--- src/flash_erase_pkg.sv ---
package flash_erase_pkg;

  // command bytes
  localparam logic [7:0] OP_BLOCK_ERASE  = 8'h50;
  localparam logic [7:0] OP_SECTOR_ERASE = 8'h7C;
  localparam logic [7:0] CHIP_SEQ_0      = 8'hC7;
  localparam logic [7:0] CHIP_SEQ_1      = 8'h94;
  localparam logic [7:0] CHIP_SEQ_2      = 8'h80;
  localparam logic [7:0] CHIP_SEQ_3      = 8'h9A;

  // frame shape: opcode plus three address bytes, or four chip erase bytes
  localparam logic [2:0] FRAME_BYTES = 3'h4;
  localparam int         FRAME_BITS  = 32;

  // address field positions inside the 24 address bits
  localparam int STD_BLOCK_LSB  = 13;   // page bits 12..3 at [22:13]
  localparam int BIN_BLOCK_LSB  = 12;   // logical bits 21..12 at [21:12]
  localparam int STD_SECTOR_LSB = 17;   // page bits 12..7 at [22:17]
  localparam int BIN_SECTOR_LSB = 16;   // logical bits 21..16 at [21:16]
  localparam int BLOCK_BITS     = 10;
  localparam int SECTOR_BITS    = 6;
  localparam int SECTOR_COUNT   = 64;

  // erased array content
  localparam logic [7:0] ERASED_BYTE = 8'hFF;

  // clock and erase times
  localparam int CLK_PERIOD_NS      = 100;
  localparam int BLOCK_ERASE_TIME_US  = 50000;
  localparam int SECTOR_ERASE_TIME_US = 1000000;
  localparam int CHIP_ERASE_TIME_US   = 60000000;
  localparam int BLOCK_ERASE_CYCLES   = BLOCK_ERASE_TIME_US * (1000 / CLK_PERIOD_NS);
  localparam int SECTOR_ERASE_CYCLES  = SECTOR_ERASE_TIME_US * (1000 / CLK_PERIOD_NS);
  localparam int CHIP_ERASE_CYCLES    = CHIP_ERASE_TIME_US * (1000 / CLK_PERIOD_NS);

  // host side link timing
  localparam logic [1:0] SCK_HALF_LAST  = 2'h3;   // half period of four clocks
  localparam logic [3:0] HOST_GAP_LAST  = 4'h7;   // half periods after deselect

  // synchroniser reset value: {write protect, sck, cs_n, si}
  localparam logic [3:0] SYNC_RST = 4'h2;

  typedef enum logic [1:0] {
    KIND_NONE,
    KIND_BLOCK,
    KIND_SECTOR,
    KIND_CHIP
  } erase_kind_t;

endpackage

--- src/flash_link_if.sv ---
interface flash_link_if;
  logic sck;
  logic cs_n;
  logic si;
  logic ready;

  modport device (input sck, input cs_n, input si, output ready);
  modport host (output sck, output cs_n, output si, input ready);
endinterface

--- src/flash_erase_device.sv ---
// Behaviour
// block erase clears eight consecutive pages
// standard block: dummy, page bits 12..3, dummies
// binary block: two dummies, bits 21..12, dummies
// ten bits give block 0..1023, low ignored
// chip select rise starts timed block erase
// busy flag shown during any erase
// byte erase failure sets error flag
// sixty-four sectors, one per sector erase
// standard sub-sector 0a/0b by page bit 3
// standard sectors 1..63 from page bits 12..7
// binary sub-sector 0a/0b by bit 12
// binary sectors 1..63 from bits 21..16
// any address in sector; timed sector erase
// chip erase needs C7 94 80 9A
// chip erase: no address, extra bits dropped
// chip select rise starts timed chip erase
// chip erase skips protected or locked sectors
// write protect waits for chip erase end
// erased bytes read back as all ones
// ready returns after erase, error or not
// host polls ready before next command
module flash_erase_device #(
  parameter int BLOCK_CYCLES  = flash_erase_pkg::BLOCK_ERASE_CYCLES,
  parameter int SECTOR_CYCLES = flash_erase_pkg::SECTOR_ERASE_CYCLES,
  parameter int CHIP_CYCLES   = flash_erase_pkg::CHIP_ERASE_CYCLES
) (
  // clock and reset
  input  wire logic                        mclk_in,
  input  wire logic                        sys_rst_in,
  // serial link
  flash_link_if.device                     link,
  // configuration and protection
  input  wire logic                        binary_mode_in,
  input  wire logic [63:0]                 sector_protect_in,
  input  wire logic [63:0]                 sector_lock_in,
  input  wire logic                        write_protect_in,
  // array feedback
  input  wire logic                        erase_fail_in,
  // status
  output logic                             ready_out,
  output logic                             erase_program_error_flag_out,
  output logic                             hw_protect_out,
  // erase command to the array
  output logic                             erase_start_out,
  output flash_erase_pkg::erase_kind_t     erase_kind_out,
  output logic [9:0]                       erase_block_out,
  output logic [5:0]                       erase_sector_out,
  output logic                             erase_sub_b_out,
  output logic [63:0]                      erase_sector_mask_out,
  output logic [7:0]                       erased_fill_out
);
  import flash_erase_pkg::*;

  typedef enum logic {
    ST_IDLE,
    ST_ERASE
  } seq_state_t;

  // block field of the address, per page mode
  function automatic logic [9:0] block_field(input logic [23:0] addr, input logic binary);
    block_field = binary ? addr[BIN_BLOCK_LSB +: BLOCK_BITS] : addr[STD_BLOCK_LSB +: BLOCK_BITS];
  endfunction

  // expected chip erase byte by position
  function automatic logic [7:0] chip_byte(input logic [2:0] idx);
    case (idx)
      3'h0:    chip_byte = CHIP_SEQ_0;
      3'h1:    chip_byte = CHIP_SEQ_1;
      3'h2:    chip_byte = CHIP_SEQ_2;
      default: chip_byte = CHIP_SEQ_3;
    endcase
  endfunction

  // erase duration by kind, loaded as count minus one
  function automatic logic [31:0] erase_len(input erase_kind_t kind);
    case (kind)
      KIND_BLOCK:  erase_len = 32'(BLOCK_CYCLES - 1);
      KIND_SECTOR: erase_len = 32'(SECTOR_CYCLES - 1);
      default:     erase_len = 32'(CHIP_CYCLES - 1);
    endcase
  endfunction

  logic [3:0]  raw_pins;
  logic [2:0]  sync_q [4];
  logic [3:0]  filt;
  logic [3:0]  filt_prev;
  logic        sck_rise;
  logic        cs_fall;
  logic        cs_rise;
  logic        cs_active;
  logic        si_bit;
  logic [7:0]  shift_q;
  logic [7:0]  next_byte;
  logic [2:0]  bit_cnt;
  logic [2:0]  byte_cnt;
  logic [7:0]  opcode;
  logic [23:0] addr_q;
  logic        chip_ok;
  logic        frame_whole;
  logic        byte_done;
  logic        take_bit;
  logic [9:0]  blk_num;
  logic [5:0]  sec_num;
  logic        sub_b;
  erase_kind_t start_kind;
  logic        go;
  seq_state_t  state;
  erase_kind_t kind_q;
  logic [31:0] timer;
  logic        erase_err;
  logic        chip_busy;

  assign raw_pins = {write_protect_in, link.sck, link.cs_n, link.si};

  // three-stage synchronisers; a change counts once stages two and three agree
  generate
    for (genvar i = 0; i < 4; i++) begin : g_sync
      always_ff @(posedge mclk_in or posedge sys_rst_in) begin
        if (sys_rst_in) begin
          sync_q[i] <= {3{SYNC_RST[i]}};
          filt[i]   <= SYNC_RST[i];
        end else begin
          sync_q[i] <= {sync_q[i][1:0], raw_pins[i]};
          if (sync_q[i][1] == sync_q[i][2]) begin
            filt[i] <= sync_q[i][2];
          end
        end
      end
    end
  endgenerate

  always_ff @(posedge mclk_in or posedge sys_rst_in) begin
    if (sys_rst_in) begin
      filt_prev <= SYNC_RST;
    end else begin
      filt_prev <= filt;
    end
  end

  // link edge detection on the filtered levels
  assign sck_rise  = filt[2] & ~filt_prev[2];
  assign cs_fall   = ~filt[1] & filt_prev[1];
  assign cs_rise   = filt[1] & ~filt_prev[1];
  assign cs_active = ~filt[1];
  assign si_bit    = filt[0];
  assign next_byte = {shift_q[6:0], si_bit};
  assign byte_done = (bit_cnt == 3'h7);
  // once four bytes are in, further bits are dropped
  assign take_bit  = sck_rise & cs_active & (byte_cnt < FRAME_BYTES);

  // byte assembly: opcode, then three address bytes; chip sequence tracked alongside
  always_ff @(posedge mclk_in or posedge sys_rst_in) begin
    if (sys_rst_in) begin
      shift_q  <= 8'h00;
      bit_cnt  <= 3'h0;
      byte_cnt <= 3'h0;
      opcode   <= 8'h00;
      addr_q   <= 24'h000000;
      chip_ok  <= 1'b0;
    end else if (cs_fall) begin
      bit_cnt  <= 3'h0;
      byte_cnt <= 3'h0;
      chip_ok  <= 1'b0;
    end else if (take_bit) begin
      shift_q <= next_byte;
      bit_cnt <= bit_cnt + 3'h1;
      if (byte_done) begin
        byte_cnt <= byte_cnt + 3'h1;
        if (byte_cnt == 3'h0) begin
          opcode <= next_byte;
        end else begin
          addr_q <= {addr_q[15:0], next_byte};
        end
        // all four bytes must match in order
        chip_ok <= ((byte_cnt == 3'h0) | chip_ok) & (next_byte == chip_byte(byte_cnt));
      end
    end
  end

  // address decoding; three lowest page bits never reach the block number
  assign blk_num = block_field(addr_q, binary_mode_in);   // see see
  // sector number is the top six bits of the block field, any lower bits accepted
  assign sec_num = blk_num[BLOCK_BITS-1 -: SECTOR_BITS];   // see see see
  // inside sector 0, page bit 3 (or logical bit 12) picks 0b over 0a
  assign sub_b   = (sec_num == 6'h00) & blk_num[0];   // see

  // a command is whole only with four bytes on a byte boundary
  assign frame_whole = (byte_cnt == FRAME_BYTES) & (bit_cnt == 3'h0);
  assign start_kind  = !frame_whole                 ? KIND_NONE :
                       (opcode == OP_BLOCK_ERASE)  ? KIND_BLOCK :
                       (opcode == OP_SECTOR_ERASE) ? KIND_SECTOR :
                       chip_ok                      ? KIND_CHIP : KIND_NONE;
  // commands arriving while busy are ignored
  assign go = cs_rise & (state == ST_IDLE) & (start_kind != KIND_NONE);   // see see
  assign chip_busy = (state == ST_ERASE) & (kind_q == KIND_CHIP);

  // self-timed erase sequencer
  always_ff @(posedge mclk_in or posedge sys_rst_in) begin
    if (sys_rst_in) begin
      state <= ST_IDLE;
      timer <= 32'h00000000;
    end else begin
      case (state)
        ST_IDLE: begin
          if (go) begin
            state <= ST_ERASE;
            timer <= erase_len(start_kind);
          end
        end
        ST_ERASE: begin
          // back to ready whatever the error flag says
          if (timer == 32'h00000000) begin
            state <= ST_IDLE;
          end else begin
            timer <= timer - 32'h00000001;
          end
        end
        default: state <= ST_IDLE;
      endcase
    end
  end

  // error flag: cleared when a new erase starts, set by any failure while busy
  always_ff @(posedge mclk_in or posedge sys_rst_in) begin
    if (sys_rst_in) begin
      erase_err <= 1'b0;
    end else if (go) begin
      erase_err <= 1'b0;
    end else if ((state == ST_ERASE) && erase_fail_in) begin
      erase_err <= 1'b1;
    end
  end

  // erase command latched for the array
  always_ff @(posedge mclk_in or posedge sys_rst_in) begin
    if (sys_rst_in) begin
      erase_start_out       <= 1'b0;
      kind_q                <= KIND_NONE;
      erase_block_out       <= 10'h000;
      erase_sector_out      <= 6'h00;
      erase_sub_b_out       <= 1'b0;
      erase_sector_mask_out <= 64'h0000000000000000;
    end else begin
      erase_start_out <= go;
      if (go) begin
        kind_q           <= start_kind;
        erase_block_out  <= blk_num;
        erase_sector_out <= sec_num;
        erase_sub_b_out  <= sub_b;
        // chip erase only touches sectors neither protected nor locked
        erase_sector_mask_out <= (start_kind == KIND_CHIP) ?
                                 ~(sector_protect_in | sector_lock_in) : 64'h0000000000000000;
      end
    end
  end

  // hardware protection follows the pin except during a chip erase
  always_ff @(posedge mclk_in or posedge sys_rst_in) begin
    if (sys_rst_in) begin
      hw_protect_out <= 1'b0;
    end else if (!chip_busy) begin
      hw_protect_out <= filt[3];
    end
  end

  // busy whenever the sequencer runs
  always_ff @(posedge mclk_in or posedge sys_rst_in) begin
    if (sys_rst_in) begin
      ready_out <= 1'b1;
    end else begin
      ready_out <= ~go & ((state == ST_IDLE) | (timer == 32'h00000000));   // see
    end
  end

  assign link.ready                   = ready_out;
  assign erase_kind_out               = kind_q;
  assign erase_program_error_flag_out = erase_err;
  assign erased_fill_out              = ERASED_BYTE;

endmodule

--- src/flat_wrapper.sv ---
// flat-port wrapper written by rule: the top's interface ports become plain ports
module flash_erase_device_flat import flash_erase_pkg::*;
#(
  parameter int BLOCK_CYCLES  = flash_erase_pkg::BLOCK_ERASE_CYCLES,
  parameter int SECTOR_CYCLES = flash_erase_pkg::SECTOR_ERASE_CYCLES,
  parameter int CHIP_CYCLES   = flash_erase_pkg::CHIP_ERASE_CYCLES
)
  (mclk_in, sys_rst_in, binary_mode_in, sector_protect_in, sector_lock_in, write_protect_in, erase_fail_in, ready_out, erase_program_error_flag_out, hw_protect_out, erase_start_out, erase_kind_out, erase_block_out, erase_sector_out, erase_sub_b_out, erase_sector_mask_out, erased_fill_out, link_sck, link_cs_n, link_si, link_ready);
  flash_link_if link_i ();
  input  wire logic mclk_in;
  input  wire logic sys_rst_in;
  input  wire logic binary_mode_in;
  input  wire logic [63:0] sector_protect_in;
  input  wire logic [63:0] sector_lock_in;
  input  wire logic write_protect_in;
  input  wire logic erase_fail_in;
  output logic ready_out;
  output logic erase_program_error_flag_out;
  output logic hw_protect_out;
  output logic erase_start_out;
  output flash_erase_pkg::erase_kind_t erase_kind_out;
  output logic [9:0] erase_block_out;
  output logic [5:0] erase_sector_out;
  output logic erase_sub_b_out;
  output logic [63:0] erase_sector_mask_out;
  output logic [7:0] erased_fill_out;
  input wire logic [$bits(link_i.sck)-1:0] link_sck;
  input wire logic [$bits(link_i.cs_n)-1:0] link_cs_n;
  input wire logic [$bits(link_i.si)-1:0] link_si;
  output wire logic [$bits(link_i.ready)-1:0] link_ready;
  assign link_i.sck = link_sck;
  assign link_i.cs_n = link_cs_n;
  assign link_i.si = link_si;
  assign link_ready = link_i.ready;
  flash_erase_device #(.BLOCK_CYCLES(BLOCK_CYCLES), .SECTOR_CYCLES(SECTOR_CYCLES), .CHIP_CYCLES(CHIP_CYCLES)) u_core (.mclk_in(mclk_in), .sys_rst_in(sys_rst_in), .link(link_i), .binary_mode_in(binary_mode_in), .sector_protect_in(sector_protect_in), .sector_lock_in(sector_lock_in), .write_protect_in(write_protect_in), .erase_fail_in(erase_fail_in), .ready_out(ready_out), .erase_program_error_flag_out(erase_program_error_flag_out), .hw_protect_out(hw_protect_out), .erase_start_out(erase_start_out), .erase_kind_out(erase_kind_out), .erase_block_out(erase_block_out), .erase_sector_out(erase_sector_out), .erase_sub_b_out(erase_sub_b_out), .erase_sector_mask_out(erase_sector_mask_out), .erased_fill_out(erased_fill_out));
endmodule
--- config.mk ---
export PLATFORM = sky130hd
export DESIGN_NAME = flash_erase_device_flat
export DESIGN_NICKNAME = d
export VERILOG_FILES = /design/src/flash_erase_pkg.sv /design/src/flash_link_if.sv /design/src/flash_erase_device.sv /design/src/flat_wrapper.sv
export SDC_FILE = /design/constraint.sdc
export NUM_CORES = 1
export LEC_CHECK = 0
export BUFFER_PORTS_ARGS = -buffer_cell sky130_fd_sc_hd__clkbuf_2
export CAP_MARGIN = 25
export CORE_UTILIZATION = 55
export CTS_BUF_LIST = sky130_fd_sc_hd__clkbuf_4 sky130_fd_sc_hd__clkbuf_8
export DETAILED_ROUTE_END_ITERATION = 10
export GPL_ROUTABILITY_DRIVEN = 0
export PLACE_DENSITY = 0.84
export RECOVER_POWER = 50
export SLEW_MARGIN = 20
export SYNTH_ARGS = -nofsm -noshare
export SYNTH_HDL_FRONTEND = slang
export SYNTH_SLANG_ARGS = --single-unit
--- constraint.sdc ---
create_clock -name mclk_in -period 12.15 [get_ports mclk_in]
set_input_delay 3.0375 -clock mclk_in [delete_from_list [all_inputs] [get_ports mclk_in]]
set_output_delay 3.0375 -clock mclk_in [all_outputs]
set_load 0.03 [all_outputs]
==> impl_results.md <==
* Status: complete, but fails checks
* Failing checks: capacitance limit, slew limit
* Hold WC Path Type: flip-flop to flip-flop
* Synthesized flop and latch total at 177
* Pwr Density at 112 nW/um2
* Post-CTS setup buffers at 0
* Fin Clk Skew at 0.0170 ns
* Filler cell count at 1,106
* Syn. warnings at 0
* Async SR Flop Fraction at 1.00
* Gate Count Post-Synth at around 830
* Overall global routing resource usage at 0.259
* DRC Markers at 0
* Iteration count of the initial detailed-routing pass at 5
* Rows at 44
* Sw frac at 0.234
* Cell taking the most area after synthesis: dfrtp_1
* Nets at roughly 1.2k
* Critical-path top delay cell: clkbuf_1
* Non-Filler Cell Area, Final at 9710 um2
* CP top delay family: buffers and inverters
* Area delta synth->final at 19.0%
* Avg Vias per Cell at roughly 5.5
* Final Hold Vio Count at 0
* Tightest Pin Transition at 4.14 ns
* Post-synthesis mux area share at 0.0725
* Peak supply drop at 0.0000611 V
* Commonest cells post-synth: 171 x dfrtp_1, 167 x nand2_1, 91 x nor2_1, 69 x nand3_1, 41 x mux2_2
* Post-synthesis compound-gate area fraction at 0.0774
* Die Y at 124 um
* Critical path's largest stage delay at 2.62 ns
* Top-count cell post-synth: dfrtp_1
* Syn Std Cell Area at 8160 um2
* Crit-path cells: inv_1 > ha_1 > and4b_1 > o211ai_1 > ha_1 > or4b_1 > clkinv_1 > clkbuf_1 > nor2_1 > a21oi_1 > and2_1 > a211oi_1
* Crit. End Element: flip-flop
* Most used DFF post-synth: dfrtp_1
* # diodes at 0
* Pin count of the biggest net entering global routing at 109
* CTS tree: built
* Tcrit/Tclk final at 0.531
* Congestion Overflow GR at 0
* Psw at 0.000255 W
* Layout Cells excl Fill at 1,229
* Seq. cell area at between 4000 and 5000 um2
* Final wirelength at 19,200 um
* Worst Path Required at around 12 ns
* Max Freq at 0.155 GHz
* Logic gate share of total power at 0.062
* Clk sinks at 177
* Initial Util at 0.564
* Root Driver: clkbuf_8
* RSZ-0062 raised after global routing: false
* Die area at 15,300 um2
* Util after Layout at 0.671
* CTS resizes at 0
* Pleak at 4.88 nW
* Post-synth top area share at 0.524
* Flop pwr share at 0.573
* Global-route wire length before repair at between 30,000 and 40,000 um
* Vias in the first global route at between 6k and 7k
* Initial antenna violation count at 2
* Cell mode on critical path: ha_1
* Cell-internal power at between 0.0008 and 0.0009 W
* Post-synthesis cell type count at 67
* Clk_lat worst skew at roughly 0.47 ns
* Setup crit start kind: flip-flop
* Largest family of logic cells by synthesized area: simple AND/OR/NAND/NOR gates
* Synth area leaders: dfrtp_1 52%, nand2_1 7.7%, mux2_2 5.7%, nand3_1 4.2%, nor2_1 4.2%
* Xor/xnor cell area share of the yosys netlist at 0.00429
* CP Class: flip-flop to flip-flop
* Final setup fails at 0
* Fin. max-slew vios at 267
* DP Wirelength at between 10,000 and 15,000 um
* Placed inst area at 9310 um2
* Die W at 124 um
* Fraction of the mapped netlist area in simple logic gates at 0.233
* Placed Cells incl. Taps at 1,195
* Share of cells above drive strength 1 at 0.300
* Number of max-cap violations at 3
* Hold_ws at approximately 0.35 ns
* Arrival time worst endpoint at 6.76 ns
* Post-synthesis sequential area ratio at 0.544
* Post-Route Setup TNS at 0 ns
* Adder-cell share of the synthesized area at 0.0264
* Relative max-transition margin at -1.78
* Core Area at between 10,000 and 15,000 um2
* CTS Buf Count at 17
* Clock Path Buffers at 2
* # hold bufs at CTS at 0
* Via count at 6,791
* Ports at ~230
* Minimum clock period at 6.46 ns
* Bufs and invs on worst path at 3
* Multi-input logic area at 3410 um2
* Post-route ant nets at 0
* # port buffers at about 220
* DR iter-0 viols at 514
* H-tree levels at 4
* Clock power share at 0.365
* Clk slew on worst S/H paths at 0.08 ns
* Worst-path maximum fanout at just over 80
* Synth Area per Inst at 9.80 um2
* EDFF count, synth at 0
* Post-DR wirelength/cell at 15.7 um
==> path summary, 6_finish.rpt <==
check | end | slack (ns) | from | cells after the start
setup / recovery | u_core.timer[23] | 5.69 | u_core.byte_cnt[0] | 12
hold reg to reg | u_core.sync_q[10] | 0.35 | u_core.sync_q[9] | 0
min in group asynchronous | u_core.erase_sector_mask_out[46] | 3.80 | sys_rst_in | 2
setup reg to reg | u_core.timer[23] | 5.69 | u_core.byte_cnt[0] | 12
hold / removal | u_core.sync_q[10] | 0.35 | u_core.sync_q[9] | 0
max in group asynchronous | u_core.addr_q[19] | 6.40 | sys_rst_in | 4
==> layout make-up <==
type | instances | share of cell area
tap | 184 | 0.0237
sequential | 177 | 0.457
inverter | 17 | 0.00670
clock buffer | 25 | 0.0335
timing repair buffer | 229 | 0.120
multi-input combinational | 590 | 0.352
clock inverter | 7 | 0.00773
==> state kept, by name, summed over array words and instances (netlist names), 2 cells and up <==
name and cells:
u_core.addr_q 23, u_core.bit_cnt 3, u_core.byte_cnt 3, u_core.erase_block_out 4, u_core.erase_kind_out 2, u_core.erase_sector_mask_out 64
u_core.erase_sector_out 6, u_core.filt 3, u_core.filt_prev 2, u_core.opcode 8, u_core.shift_q 7, u_core.sync_q 12
u_core.timer 32
==> cell families (layout without fill, tap and decap cells) <==
logic type / count (synthesis) / count (layout)
AOI/OAI and AO/OA: 95 / 95
xor gates and xnor gates: 4 / 4
adders and majority gates: 18 / 18
buffers and inverters: 73 / 278
DFF: 177 / 177
muxes: 54 / 54
other: 1 / 8
and+or+nand+nor: 411 / 411
==> cell usage in the layout (no fill, tap or decap), drive strengths merged, types with 7 or more instances in the layout <==
master,netlist,final
mux2,41,41
nand2,167,167
nand3,70,70
clkbuf,29,252
a31oi,8,8
nand2b,8,8
clkinv,0,7
conb,1,8
nor3,14,14
nor2,92,92
o21ai,22,22
mux2i,13,13
or4,8,8
ha,14,14
nand4,8,8
inv,17,15
nor4,12,12
or3,8,8
dfrtp,171,171
o31ai,9,9
a21oi,21,21
==> metal layers <==
layer	share of wire	wire, um	GRT usage	vias up
met5	0.0012	24	0	-
met4	0.018	352	0.0941	4
met3	0.064	1220	0.0618	35
met2	0.49	9380	0.398	263
met1	0.43	8270	0.360	3236
li1	-	-	-	3253
==> power groups by stage <==
stage	clock network, W	logic (W)	registers [W]
2_1_floorplan	0	0.0000391	0.000627
3_3_place_gp	0	0.0000658	0.000633
3_5_place_dp	0	0.0000673	0.000634
4_1_cts	0.000407	0.0000678	0.000623
5_1_grt	0.000433	0.0000767	0.000626
6_report	0.000398	0.0000672	0.000623
==> stage by stage <==
| stage | total power [W] | worst slack, ns |
|---|---|---|
| global placement | 0.000698 | 7.33 |
| finish | 0.00109 | 5.69 |
| CTS | 0.00110 | 7.82 |
| global route | 0.00114 | 5.25 |
| floorplan | 0.000666 | 4.32 |
| detailed placement | 0.000702 | 7.31 |
Note: power is estimated with default switching activity, not from simulation.
